<file path="config.mk">
export PLATFORM = sky130hd
export DESIGN_NAME = sasr_regs
export DESIGN_NICKNAME = d
export VERILOG_FILES = /design/src/design/sasr_pkg.sv /design/src/design/sasr_seconds.sv /design/src/design/sasr_read_mux.sv /design/src/design/sasr_regs.sv
export SDC_FILE = /design/constraint.sdc
export NUM_CORES = 1
export LEC_CHECK = 0
export BUFFER_PORTS_ARGS = -buffer_cell sky130_fd_sc_hd__buf_2
export CORE_UTILIZATION = 49
export DETAILED_ROUTE_END_ITERATION = 7
export GPL_ROUTABILITY_DRIVEN = 0
export PLACE_DENSITY = 0.71
export SLEW_MARGIN = 20
export SYNTH_ARGS = -nofsm -noshare
export SYNTH_HDL_FRONTEND = slang
export SYNTH_SLANG_ARGS = --single-unit
</file>
<file path="constraint.sdc">
create_clock -name clk_sys -period 3.4 [get_ports clk_sys]
set_clock_uncertainty 0.2 [all_clocks]
set_input_delay 1.02 -clock clk_sys [delete_from_list [all_inputs] [get_ports clk_sys]]
set_output_delay 1.02 -clock clk_sys [all_outputs]
set_load 0.01 [all_outputs]
</file>
<file path="src/design/sasr_pkg.sv">
/*
 sasr_pkg: offsets, field layouts, reset values and carrier structs for the
 spectral alarm status register group.
 assumes: 16-bit registers on even byte addresses of the host register port.
*/
package sasr_pkg;
	localparam int unsigned NUM_AXES  = 3;
	localparam int unsigned NUM_BANDS = 6;
	localparam int unsigned ADDR_W    = 7;
	localparam int unsigned WORD_W    = 16;

	localparam logic [6:0] OFS_ALARM_STATUS_X = 7'h40;
	localparam logic [6:0] OFS_ALARM_STATUS_Y = 7'h42;
	localparam logic [6:0] OFS_ALARM_STATUS_Z = 7'h44;
	localparam logic [6:0] OFS_ALARM_PEAK_X   = 7'h46;
	localparam logic [6:0] OFS_ALARM_PEAK_Y   = 7'h48;
	localparam logic [6:0] OFS_ALARM_PEAK_Z   = 7'h4a;
	localparam logic [6:0] OFS_SECONDS_LOW    = 7'h4c;
	localparam logic [6:0] OFS_SECONDS_HIGH   = 7'h4e;
	localparam logic [6:0] OFS_DAY_REVISION   = 7'h52;

	localparam logic [15:0] RST_WORD      = 16'h0000;
	localparam logic [15:0] UNMAPPED_WORD = 16'h0000;

	// band field positions inside an alarm status word
	localparam int unsigned FLAG_BASE_BIT = 4;
	localparam int unsigned FLAG_TOP_BIT  = 15;
	localparam logic [2:0] BAND_MIN = 3'h1;
	localparam logic [2:0] BAND_MAX = 3'h6;
	localparam logic [2:0] BAND_NONE = 3'h0;

	// diagnostic summary bits
	localparam int unsigned DIAG_LVL1_BIT = 8;
	localparam int unsigned DIAG_LVL2_BIT = 11;

	// seconds tick: 25 MHz clock
	localparam int unsigned CLK_HZ     = 25_000_000;
	localparam int unsigned TICK_SEC   = 1;
	localparam int unsigned SEC_CYCLES = CLK_HZ * TICK_SEC;

	typedef struct packed {
		logic [5:0] lvl2;
		logic [5:0] lvl1;
		logic [2:0] band;
	} sasr_axis_t;

	typedef struct packed {
		logic        valid;
		sasr_axis_t  x;
		sasr_axis_t  y;
		sasr_axis_t  z;
		logic [15:0] peak_x;
		logic [15:0] peak_y;
		logic [15:0] peak_z;
	} sasr_result_t;

	typedef struct packed {
		logic [3:0] day_tens;
		logic [3:0] day_units;
		logic [3:0] rev_msd;
		logic [3:0] rev_lsd;
	} sasr_day_rev_t;

	typedef struct packed {
		logic       rd;
		logic       wr;
		logic [6:0] addr;
	} sasr_req_t;

	// pack band flags: band n level 1 at bit 2n+2, level 2 at bit 2n+3
	function automatic logic [15:0] sasr_pack_status(input sasr_axis_t a);
		logic [15:0] w;
		w = RST_WORD;
		for (int n = 1; n <= NUM_BANDS; n++) begin
			w[2*n+2] = a.lvl1[n-1];
			w[2*n+3] = a.lvl2[n-1];
		end
		w[2:0] = ((a.band >= BAND_MIN) && (a.band <= BAND_MAX)) ? a.band : BAND_NONE;
		return w;
	endfunction
endpackage

</file>
<file path="src/design/sasr_seconds.sv">
/*
 sasr_seconds: free-running seconds counter, 32 bits, derived from clk_sys.
 assumes: 25 MHz clock; CYCLES parameter (default SEC_CYCLES) can be shortened in simulation.
*/
`timescale 1ns/100ps
`default_nettype none
module sasr_seconds
	import sasr_pkg::*;
#(
	parameter int unsigned CYCLES = SEC_CYCLES
) (
	// clock and reset
	input  wire logic        clk_sys,
	input  wire logic        sys_rst,
	// count
	output logic [31:0]      seconds
);
	typedef struct packed {
		logic [24:0] div;
		logic [31:0] sec;
	} sasr_sec_st_t;

	sasr_sec_st_t st;
	sasr_sec_st_t next_st;

	always_comb begin
		next_st = st;
		if (st.div == 25'(CYCLES - 1)) begin
			next_st.div = '0;
			next_st.sec = st.sec + 32'h0000_0001;
		end else begin
			next_st.div = st.div + 25'h000_0001;
		end
	end

	always_ff @(posedge clk_sys) begin
		if (sys_rst) begin
			st <= '0;
		end else begin
			st <= next_st;
		end
	end

	assign seconds = st.sec;
endmodule
`default_nettype wire

</file>
<file path="src/design/sasr_read_mux.sv">
/*
 sasr_read_mux: address decode of the read-only register words.
 assumes: word-aligned even address; odd address selects the same word.
*/
`timescale 1ns/100ps
`default_nettype none
module sasr_read_mux
	import sasr_pkg::*;
(
	// address
	input  wire logic [6:0]  addr,
	// register words
	input  wire logic [15:0] stat_x,
	input  wire logic [15:0] stat_y,
	input  wire logic [15:0] stat_z,
	input  wire logic [15:0] peak_x,
	input  wire logic [15:0] peak_y,
	input  wire logic [15:0] peak_z,
	input  wire logic [31:0] seconds,
	input  wire logic [15:0] day_rev,
	// result
	output logic [15:0]      rdata,
	output logic             hit
);
	logic [6:0] word_addr;

	always_comb begin
		word_addr = {addr[6:1], 1'b0};
		hit       = 1'b1;
		unique case (word_addr)
			OFS_ALARM_STATUS_X: rdata = stat_x;
			OFS_ALARM_STATUS_Y: rdata = stat_y;
			OFS_ALARM_STATUS_Z: rdata = stat_z;
			OFS_ALARM_PEAK_X:   rdata = peak_x;
			OFS_ALARM_PEAK_Y:   rdata = peak_y;
			OFS_ALARM_PEAK_Z:   rdata = peak_z;
			OFS_SECONDS_LOW:    rdata = seconds[15:0];
			OFS_SECONDS_HIGH:   rdata = seconds[31:16];
			OFS_DAY_REVISION:   rdata = day_rev;
			default: begin
				rdata = UNMAPPED_WORD;
				hit   = 1'b0;
			end
		endcase
	end
endmodule
`default_nettype wire

</file>
<file path="src/design/sasr_regs.sv">
/*
 sasr_regs: spectral alarm status register group, read-only to the host.
 holds per-axis alarm status, peak magnitudes, capture seconds stamp,
 factory day / firmware revision word and the diagnostic summary bits.
 assumes: the alarm engine presents one-cycle result pulses; host register
 port is synchronous to clk_sys; day and revision come from factory straps.
*/
// Notes on behaviour
// - status word bits 4..15: band n level 1 at 2n+2, level 2 at 2n+3
// - x status bits 2..0 give band of largest delta, 1..6; bit 3 unused
// - y and z status bits 2..0 give most critical band, 1..6
// - one read-only status word per axis, all zero after reset
// - per-axis peak word holds 16-bit magnitude of the peak alarm bin
// - seconds stamp of most recent capture kept over two read words
// - low half at lower address, high half next; both reset to zero
// - day of month as two decimal digits in bits 15:12 and 11:8
// - firmware revision as two decimal digits in bits 7:4 and 3:0
// - summary alarm per axis: level 1 bits 8..10, level 2 bits 11..13; code drives them only on diag_alarm_lvl1 and diag_alarm_lvl2, in no read word
`timescale 1ns/100ps
`default_nettype none
module sasr_regs
	import sasr_pkg::*;
#(
	parameter int unsigned SEC_TICK_CYCLES = SEC_CYCLES
) (
	// clock and reset
	input  wire logic          clk_sys,
	input  wire logic          sys_rst,
	// host register port
	input  wire sasr_req_t     req,
	input  wire logic [15:0]   wdata,
	output logic [15:0]        rdata,
	output logic               rvalid,
	output logic               addr_hit,
	// alarm engine
	input  wire sasr_result_t  result,
	input  wire logic          capture_event,
	// factory straps
	input  wire sasr_day_rev_t day_rev_in,
	// diagnostic summary
	output logic [2:0]         diag_alarm_lvl1,
	output logic [2:0]         diag_alarm_lvl2
);
	typedef struct packed {
		logic [15:0]   stat_x;
		logic [15:0]   stat_y;
		logic [15:0]   stat_z;
		logic [15:0]   peak_x;
		logic [15:0]   peak_y;
		logic [15:0]   peak_z;
		logic [31:0]   stamp;
		sasr_day_rev_t day_rev;
		logic          straps_taken;
		logic [15:0]   rdata;
		logic          rvalid;
		logic          hit;
	} sasr_state_t;

	sasr_state_t st;
	sasr_state_t next_st;
	logic [31:0] seconds;
	logic [15:0] mux_data;
	logic        mux_hit;
	logic [15:0] day_word;

	sasr_seconds #(
		.CYCLES (SEC_TICK_CYCLES)
	) u_seconds (
		.clk_sys (clk_sys),
		.sys_rst (sys_rst),
		.seconds (seconds)
	);

	assign day_word = st.day_rev;

	sasr_read_mux u_mux (
		.addr    (req.addr),
		.stat_x  (st.stat_x),
		.stat_y  (st.stat_y),
		.stat_z  (st.stat_z),
		.peak_x  (st.peak_x),
		.peak_y  (st.peak_y),
		.peak_z  (st.peak_z),
		.seconds (st.stamp),
		.day_rev (day_word),
		.rdata   (mux_data),
		.hit     (mux_hit)
	);

	// write data is never stored: every word here is read-only

	always_comb begin
		next_st = st;
		// straps caught once after reset release, not under reset
		if (!st.straps_taken) begin
			next_st.day_rev      = day_rev_in;
			next_st.straps_taken = 1'b1;
		end
		if (result.valid) begin
			next_st.stat_x = sasr_pack_status(result.x);
			next_st.stat_y = sasr_pack_status(result.y);
			next_st.stat_z = sasr_pack_status(result.z);
			next_st.peak_x = result.peak_x;
			next_st.peak_y = result.peak_y;
			next_st.peak_z = result.peak_z;
		end
		if (capture_event) begin
			next_st.stamp = seconds;
		end
		next_st.rvalid = req.rd;
		next_st.hit    = req.rd & mux_hit;
		next_st.rdata  = req.rd ? mux_data : st.rdata;
	end

	always_ff @(posedge clk_sys) begin
		if (sys_rst) begin
			st <= '0;
		end else begin
			st <= next_st;
		end
	end

	assign rdata    = st.rdata;
	assign rvalid   = st.rvalid;
	assign addr_hit = st.hit;

	// or of one alarm level over the six bands; first is that level's band 1 bit
	function automatic logic any_band(input logic [15:0] w, input int unsigned first);
		logic seen;
		seen = 1'b0;
		for (int n = 0; n < NUM_BANDS; n++) begin
			seen = seen | w[first + 2 * n];
		end
		return seen;
	endfunction

	// summary flag set when any band of that axis and level is active
	always_comb begin
		diag_alarm_lvl1 = {any_band(st.stat_z, FLAG_BASE_BIT),
			any_band(st.stat_y, FLAG_BASE_BIT),
			any_band(st.stat_x, FLAG_BASE_BIT)};
		diag_alarm_lvl2 = {any_band(st.stat_z, FLAG_BASE_BIT + 1),
			any_band(st.stat_y, FLAG_BASE_BIT + 1),
			any_band(st.stat_x, FLAG_BASE_BIT + 1)};
	end
endmodule
`default_nettype wire

</file>
==> reports/qor.txt, run 1 <==
Post-synth ARST share = 0%
Area Overhead vs Synth = 17.7%
Layout Nets = 1270
Routed via count = 7769
Max Fclk = 375 MHz
Post-route ant nets = 0
Yosys cell types = 52
# rows = 50
Cell taking the most area after synthesis = dfxtp_1
Top-count cell post-synth = dfxtp_1
WP data arrival = 1.45 ns
1st-iter DRT viols = 606
Max Slew Vio Count = 0
CP cell instances = nor4_1, nand2_1, buf_2
CP top delay family = simple AND/OR/NAND/NOR gates
CTS root buf = clkbuf_16
Port Buffer Count = 143
DP Wirelength = 16800 um
Detailed-route wire length per cell = 17.1 um
Worst setup SP type = flip-flop
Syn nets = 1165
Min-Delay Path Class = flip-flop to flip-flop
Synth top area share = 45.4%
Required time of the critical path = 2.18 ns
Die area = 20100 sq um
I/O Pins = 162
Design area = 11300 sq um
Post-synth EDFFs = 0
Largest net degree at the start of global routing = 132
Syn Inst Count = 1025
CP max-delay cell = dfxtp_1
Total power = 5.82 mW
Initial Utilization = 50.6%
Critical path endpoint category = output port
Die W = 142 um
Antenna Cells = 0
Power Density = 517 nW/um^2
H-tree levels = 1
Sequential area share after synthesis = 45.4%
First-pass GRT wire length = 37800 um
Unrepaired setup endpoints after global routing = false
Max FO, Critical Path = 3
Pre-CTS setup slack = 0.163 ns
Die Height = 142 um
CTS Buf Count = 24
Via density = 5.52
PostCTS Resize Cnt = 0
Fin crit period = 2.67 ns
Post-Syn Area = 9560 sq um
Final core utilization = 59.6%
Avg Inst Size Synth = 9.33 sq um
Buffers and inverters on the worst path = 1
Skew-Pair Late Insertion Delay = 0.52 ns
Synth cell count leaders = 217 x dfxtp_1, 183 x nor2_1, 163 x mux2i_1, 54 x nand2_1, 50 x clkbuf_1
Setup_tns = 0 ns
Core area = 18900 sq um
CTS tree = built
Residual DRC = 0
Worst-Margin Slew = 1.03 ns
Total setup buffers inserted after CTS = 0
Peak supply drop = 384 uV
Placed cell area = 10400 sq um
Dominant cells by area after synthesis = dfxtp_1 45%, mux2i_1 17%, nor2_1 7.2%
Clock tree buffer depth = 3
Leak pwr = 4.78 nW
Vias in the first global route = 7041
Final hold violation count = 0
Critical Path Max Stage Delay = 0.37 ns
Pre-antenna DRT Iters = 5
Worst-path clk slew = 0.06 ns
Slack of the critical path = 0.734 ns
Clock sink total = 217
Post-route clock period utilization = 78.4%
Ratio of cells with drive above 1 in the final layout = 19.8%
Total grt overflow = 0
CP Class = flip-flop to output port
Synth warn = 0
Slew HR = 31.1%
Max Cap Viol = 0
Total GRT Usage = 23.6%
Synthesized flop and latch total = 217
Hold_buf cts = 0
Status = finished, final reports clean
Final setup violation count = 0
Routed WL = 24000 um
Initial antenna violation count = 0
Main synth FF type = dfxtp_1
## worst min-delay path: cells and delay by family, from the launching register on
kind,cells,cell delay (ns)
DFF,1,0.31
and+or+nand+nor,1,0.07
AOI/OAI and AO/OA,1,0.05
## cell type report
class	count	area (sq um)
multi-input cells	716	4820
clock buffers	33	684
clock inverters	11	150
flip-flops and latches	217	4340
repair buffers	160	886
fillers	1670	7640
well taps	260	325
inverters	11	41.3
## state kept, by name, summed over array words and instances, names as in the netlist
name and cells:
addr_hit 1, day_word 16, rdata 16, rvalid 1, st 126, u_seconds.seconds 32, u_seconds.st 25
## placed cells by master, fill, tap and decap left out, types with 11 or more instances in the layout
cell       count
nor3_1        18
mux2_2        14
nand2b_1      11
buf_2        141
a22oi_1       15
clkbuf_16     24
inv_1         11
dfxtp_1      217
o2bb2ai_1     14
nand2_1       54
nand3_1       27
nor2_1       181
o21ai_0       19
nand4_1       16
nor4_1        11
mux2i_1      163
xor2_1        19
xnor2_1       11
buf_4         16
a221oi_1      13
a21oi_1       35
or3_1         15
a22o_1        16
## per-stage QoR
step / hold slack (ns) / cells
floorplan: 0.241 / 1025
global placement: 0.257 / 1364
detailed placement: 0.265 / 1364
CTS: 0.276 / 1408
global route: 0.300 / 1408
finish: 0.277 / 1408
## report_power, final
| group | leakage, nW | total (mW) | internal [mW] | switching [mW] |
|---|---|---|---|---|
| clock network | 0.411 | 2.70 | 1.64 | 1.06 |
| registers | 1.77 | 2.69 | 2.62 | 0.0624 |
| logic | 2.60 | 0.435 | 0.201 | 0.234 |
## metal layers
layer / GRT usage, % / share of wire (%)
met5: 0 / 0
met4: 4.58 / 1.5
met3: 2.73 / 6.0
met2: 36.7 / 45
met1: 35.1 / 47
## path summary, 6_finish.rpt
path                             start                     to  slack, ns  cells after the start
hold reg to reg                st[116]                st[116]       0.28                      2
hold / removal                 st[116]                st[116]       0.28                      2
setup / recovery               st[127]     diag_alarm_lvl1[2]       0.73                      3
setup reg to reg  u_seconds.seconds[4]  u_seconds.seconds[27]       0.77                      5
## cell families (layout without fill, tap and decap cells)
kind of cell / after synthesis / count (layout) / share of synthesized area (%)
DFF: 217 / 217 / 45.4
AOI/OAI and AO/OA: 126 / 126 / 9.09
and+or+nand+nor: 381 / 381 / 19.4
adders and majority gates: 2 / 2 / 0.262
muxes: 177 / 177 / 18.7
buffers and inverters: 92 / 215 / 4.34
xor gates and xnor gates: 30 / 30 / 2.75
(Power assumes the default switching activity.)
==> inputs of run 2 (changes only) <==
--- a/config.mk
+++ b/config.mk
@@ -9,7 +9,7 @@
 export CORE_UTILIZATION = 49
 export DETAILED_ROUTE_END_ITERATION = 7
 export GPL_ROUTABILITY_DRIVEN = 0
-export PLACE_DENSITY = 0.71
+export PLACE_DENSITY = 0.74
 export SLEW_MARGIN = 20
 export SYNTH_ARGS = -nofsm -noshare
 export SYNTH_HDL_FRONTEND = slang
==> constraint.sdc (replaced) <==
create_clock -name clk_sys -period 2.3 [get_ports clk_sys]
set_clock_uncertainty 0.2 [all_clocks]
set_input_delay 0.69 -clock clk_sys [delete_from_list [all_inputs] [get_ports clk_sys]]
set_output_delay 0.69 -clock clk_sys [all_outputs]
set_load 0.01 [all_outputs]
==> run 2 against run 1 <==
Die area did not move. Power rose by 50%. The run now ends with setup timing left. Worst setup slack got worse by 0.97 ns. Clock power rose by 49%. Combinational power rose by 69%. Sequential share of layout area fell by 3.4 points.
==> reports/qor.txt, run 2 (synthesis gave the netlist of run 1 again) <==
Skew-Pair Late Insertion Delay = 0.52 ns
Residual DRC = 0
Failing checks = setup timing
First-pass GRT wire length = 39400 um
Detailed-route wire length per cell = 17.0 um
Placed Cells = 1431
CTS tree = built
Final hold violation count = 0
Min-Delay Endpoint = st[86]
I/O Pins = 162
Total grt overflow = 0
Die W = 142 um
Total power = 8.72 mW
Ratio of cells with drive above 1 in the final layout = 29.1%
Most common cell after layout, fill and taps aside = dfxtp_1
Slack of the critical path = -0.234 ns
Required time of the critical path = 2.52 ns
Largest net degree at the start of global routing = 76
Slew HR = 45.8%
Initial Utilization = 50.6%
Antenna Cells = 0
Initial antenna violation count = 1
Power Density = 706 nW/um^2
R2r setup slk = -0.23 ns
CP Class = flip-flop to flip-flop
DP Wirelength = 17400 um
Clock sink total = 217
Max FFs per register = 126
Max FO, Critical Path = 6
Worst-path clk slew = 0.07 ns
Die Height = 142 um
CTS Buf Count = 23
Post-route ant nets = 0
Leak pwr = 5.33 nW
Final core utilization = 65.4%
Pre-CTS setup slack = -0.177 ns
Top reg by flops = st
Routed WL = 25300 um
Worst setup SP type = flip-flop
Total GRT Usage = 24.5%
Worst reg2reg path endpoint = u_seconds.seconds[30]
Fin crit period = 2.53 ns
Routed via count = 8233
Area Overhead vs Synth = 29.1%
Via density = 5.53
Hold Startpoint = result[19]
1st-iter DRT viols = 656
Port Buffer Count = 143
Clock tree buffer depth = 3
Max Slew Vio Count = 0
Fin Hold WS = 0.195 ns
WP data arrival = 2.76 ns
Area of the multi-input gates = 5130 sq um
Max Cap Viol = 0
Die area = 20100 sq um
Reg2reg path depth = 5
Layout Nets = 1351
Pre-antenna DRT Iters = 5
Min-Delay Path Class = input port to flip-flop
Register area = 4350 sq um
Fin cells = 1488
Critical path endpoint category = flip-flop
Placed cell area = 11000 sq um
Post-route clock period utilization = 110%
CTS root buf = clkbuf_16
Status = complete, but fails checks
H-tree levels = 1
Hold depth = 3
Design area = 12300 sq um
Peak supply drop = 470 uV
Max Fclk = 395 MHz
Unrepaired setup endpoints after global routing = true
Fill count = 1519
Worst R2R Start = u_seconds.st[38]
Commonest cells after routing, fill and taps aside = 212 x dfxtp_1, 163 x mux2i_1, 162 x nor2_1
Final setup violation count = 52
Setup_tns = -6.25 ns
Vias in the first global route = 7705
Core area = 18900 sq um
Worst-Margin Slew = 0.814 ns
# rows = 50
-- run 2: changes by cell type in the layout (fill, tap and decap cells not counted), moves of 4 or more --
cell     delta
buf_12      +8
buf_4      +63
nor2_4     +13
nor2_2      +6
dfxtp_2     +5
nor4b_1     -4
buf_6       +9
dfxtp_1     -5
nor4_1      -5
nor4_2      +5
nor2_1     -19
-- run 2: how the worst max path moves through the flow --
stage,depth (start not counted),slack [ns],from,to
after global routing,5,-0.25,u_seconds.st[38],u_seconds.seconds[30]
after detailed placement,6,-0.18,req[3],rdata[5]
after global placement,6,-0.15,req[3],rdata[8]
after CTS,6,-0.13,u_seconds.st[38],u_seconds.seconds[22]
after floorplan,6,-0.07,u_seconds.st[38],u_seconds.seconds[30]
final,5,-0.23,u_seconds.st[38],u_seconds.seconds[30]
-- run 2: layout make-up --
type,count,share of cell area [%]
clock buffer,30,5.36
clock inverter,12,1.37
inverter,11,0.334
multi-input combinational,716,41.5
sequential,217,35.2
tap,260,2.63
timing repair buffer,242,13.5
-- run 2: worst max-delay path, cell delays in order (launching register included) --
cell,delay (ns)
dfxtp_2,0.32
or4b_4,0.55
or4_4,0.61
nor3_4,0.18
or4b_1,0.46
a21oi_1,0.14
-- run 2: per-layer routing --
| layer | global-route usage, % | share of wire [%] | wire [um] | vias to the layer above |
|---|---|---|---|---|
| li1 | - | - | - | 3991 |
| met2 | 38.9 | 45 | 11500 | 252 |
| met5 | 0 | 0 | 0 | - |
| met1 | 34.8 | 47 | 11900 | 3961 |
| met3 | 3.85 | 6.0 | 1530 | 29 |
| met4 | 5.72 | 1.5 | 369 | 0 |
-- run 2: where the power goes --
| part | internal, mW | total (mW) | switching [mW] | leakage, nW |
|---|---|---|---|---|
| registers | 3.88 | 3.97 | 0.0865 | 1.77 |
| logic | 0.358 | 0.736 | 0.378 | 3.15 |
| clock network | 2.48 | 4.02 | 1.54 | 0.409 |
-- run 2: what timing repair did --
action | CTS | global route
pin swaps | 10 | 29
setup buffers | 5 | 7
cloned | 0 | 3
hold buffers | 0 | 0
setup endpoints to repair | 48 | 57
endpoints found under the hold margin | 0 | 0
resized for setup | 10 | 65
==> inputs of run 3 (changes only) <==
--- a/config.mk
+++ b/config.mk
@@ -7,6 +7,7 @@
 export LEC_CHECK = 0
 export BUFFER_PORTS_ARGS = -buffer_cell sky130_fd_sc_hd__buf_2
 export CORE_UTILIZATION = 49
+export CTS_BUF_LIST = sky130_fd_sc_hd__clkbuf_4
 export DETAILED_ROUTE_END_ITERATION = 7
 export GPL_ROUTABILITY_DRIVEN = 0
 export PLACE_DENSITY = 0.74
==> run 3 against run 2 <==
The flow still finishes with violations (setup timing). Sequential cell count did not move. Via count is 2.2% higher. Final cell count is 4.4% higher. First-iteration DRC count grew 8.8%. Register-to-register slack lost 0.02 ns. Utilization fell by 0.32 points. Wire length shrank 0.28%. Critical path type unchanged.
==> reports/qor.txt, run 3 (synthesis gave the netlist of run 1 again) <==
Unrepaired setup endpoints after global routing = true
Largest net degree at the start of global routing = 76
Peak supply drop = 443 uV
Total power = 7.94 mW
Critical Path Max Stage Delay = 0.59 ns
Final hold violation count = 0
Fin Hold WS = 0.0545 ns
Post-route ant nets = 0
Worst setup SP type = flip-flop
CP Class = flip-flop to flip-flop
Max Fclk = 391 MHz
Via density = 5.42
Total grt overflow = 0
Min-Delay Endpoint = st[86]
CTS tree = built
CTS root buf = clkbuf_4
Final core utilization = 65.0%
CP top delay family = simple AND/OR/NAND/NOR gates
Failing checks = setup timing
Routed via count = 8417
Final setup violation count = 59
Pre-antenna DRT Iters = 5
CP max-delay cell = or4_4
R2r setup slk = -0.25 ns
Critical path endpoint category = flip-flop
Die Height = 142 um
Placed cell area = 11000 sq um
Leak pwr = 5.41 nW
Worst reg2reg path endpoint = u_seconds.st[48]
Initial Utilization = 50.6%
Buffers and inverters on the worst path = 3
# rows = 50
Fin crit period = 2.55 ns
Busiest grt layer = met2
Most common cell after layout, fill and taps aside = dfxtp_1
Skew-Pair Late Insertion Delay = 0.67 ns
H-tree levels = 2
Commonest cells after routing, fill and taps aside = 203 x dfxtp_1, 167 x nor2_1, 163 x mux2i_1
Worst-path clk slew = 0.07 ns
Port Buffer Count = 143
1st-iter DRT viols = 714
First-pass GRT wire length = 39500 um
GR met1 Demand/Resource = 34.3%
Max Cap Viol = 0
Ratio of cells with drive above 1 in the final layout = 31.9%
Reg2reg path depth = 7
Max Slew Vio Count = 0
Clock tree buffer depth = 3
Worst-Margin Slew = 0.809 ns
Min-Delay Path Class = input port to flip-flop
Core area = 18900 sq um
Total GRT Usage = 24.6%
Routed WL = 25200 um
Area Overhead vs Synth = 28.5%
CP cell instances = or4b_4, or4_4, buf_6, buf_6, o21ai_4, clkbuf_16, nor2_1
Status = complete, but fails checks
Slack of the critical path = -0.254 ns
Required time of the critical path = 2.66 ns
Setup_tns = -8.90 ns
Max FO, Critical Path = 12
CTS Buf Count = 56
Fin cells = 1553
Die area = 20100 sq um
DP Wirelength = 17400 um
Pre-CTS setup slack = -0.177 ns
M3 GR Usage = 4.22%
Post-route clock period utilization = 111%
Die W = 142 um
Detailed-route wire length per cell = 16.3 um
Worst R2R Start = u_seconds.st[55]
Most used cell along the critical path = buf_6
Vias in the first global route = 8027
Top reg by flops = st
I/O Pins = 162
Residual DRC = 0
Power Density = 646 nW/um^2
Placed Cells = 1431
GR Util met2 = 38.7%
Hold Startpoint = result[19]
Design area = 12300 sq um
Initial antenna violation count = 1
Layout Nets = 1390
Slew HR = 46.1%
Max FFs per register = 126
WP data arrival = 2.91 ns
Hold depth = 3
Clock sink total = 217
-- run 3: worst register-to-register path, delay by kind of cell (launching register included) --
family	cells	cell delay [ns]
buffers and inverters	3	0.50
flip-flops	1	0.33
AO/OA/AOI/OAI	1	0.24
AND/OR/NAND/NOR	3	1.18
-- run 3: repair_timing --
| action | 4_1_cts | 5_1_grt |
|---|---|---|
| pin swaps | 31 | 22 |
| endpoints found under the setup margin | 55 | 59 |
| cloned | 1 | 2 |
| hold buffers | 0 | 0 |
| gates resized for setup | 35 | 55 |
| setup buffers | 11 | 9 |
-- run 3: area by class of cell --
class,instances,area [sq um]
well taps,260,325
diodes,1,2.50
clock buffers,78,586
flip-flops and latches,217,4370
fillers,1549,6610
repair buffers,248,1720
inverters,11,41.3
multi-input cells,716,5130
clock inverters,22,113
-- run 3: report_power, final --
group          internal [mW]  switching, mW
combinational          0.366          0.378
sequential              3.88         0.0856
clock                   1.68           1.56
total                   5.92           2.02
-- run 3: worst max-delay path by stage --
stage	endpoint	cells past startpoint	startpoint	slack, ns
after global routing	u_seconds.st[41]	7	u_seconds.st[38]	-0.29
after detailed placement	rdata[5]	6	req[3]	-0.18
after floorplan	u_seconds.seconds[30]	6	u_seconds.st[38]	-0.07
after global placement	rdata[8]	6	req[3]	-0.15
after CTS	diag_alarm_lvl1[2]	3	st[129]	-0.20
final	u_seconds.st[48]	7	u_seconds.st[55]	-0.25
-- run 3: per-layer routing --
| metal | part of all wire (%) | vias up | wire (um) |
|---|---|---|---|
| met4 | 1.5 | 0 | 387 |
| li1 | - | 4117 | - |
| met5 | 0 | - | 0 |
| met3 | 5.6 | 39 | 1420 |
| met2 | 45 | 250 | 11500 |
| met1 | 47 | 4011 | 12000 |
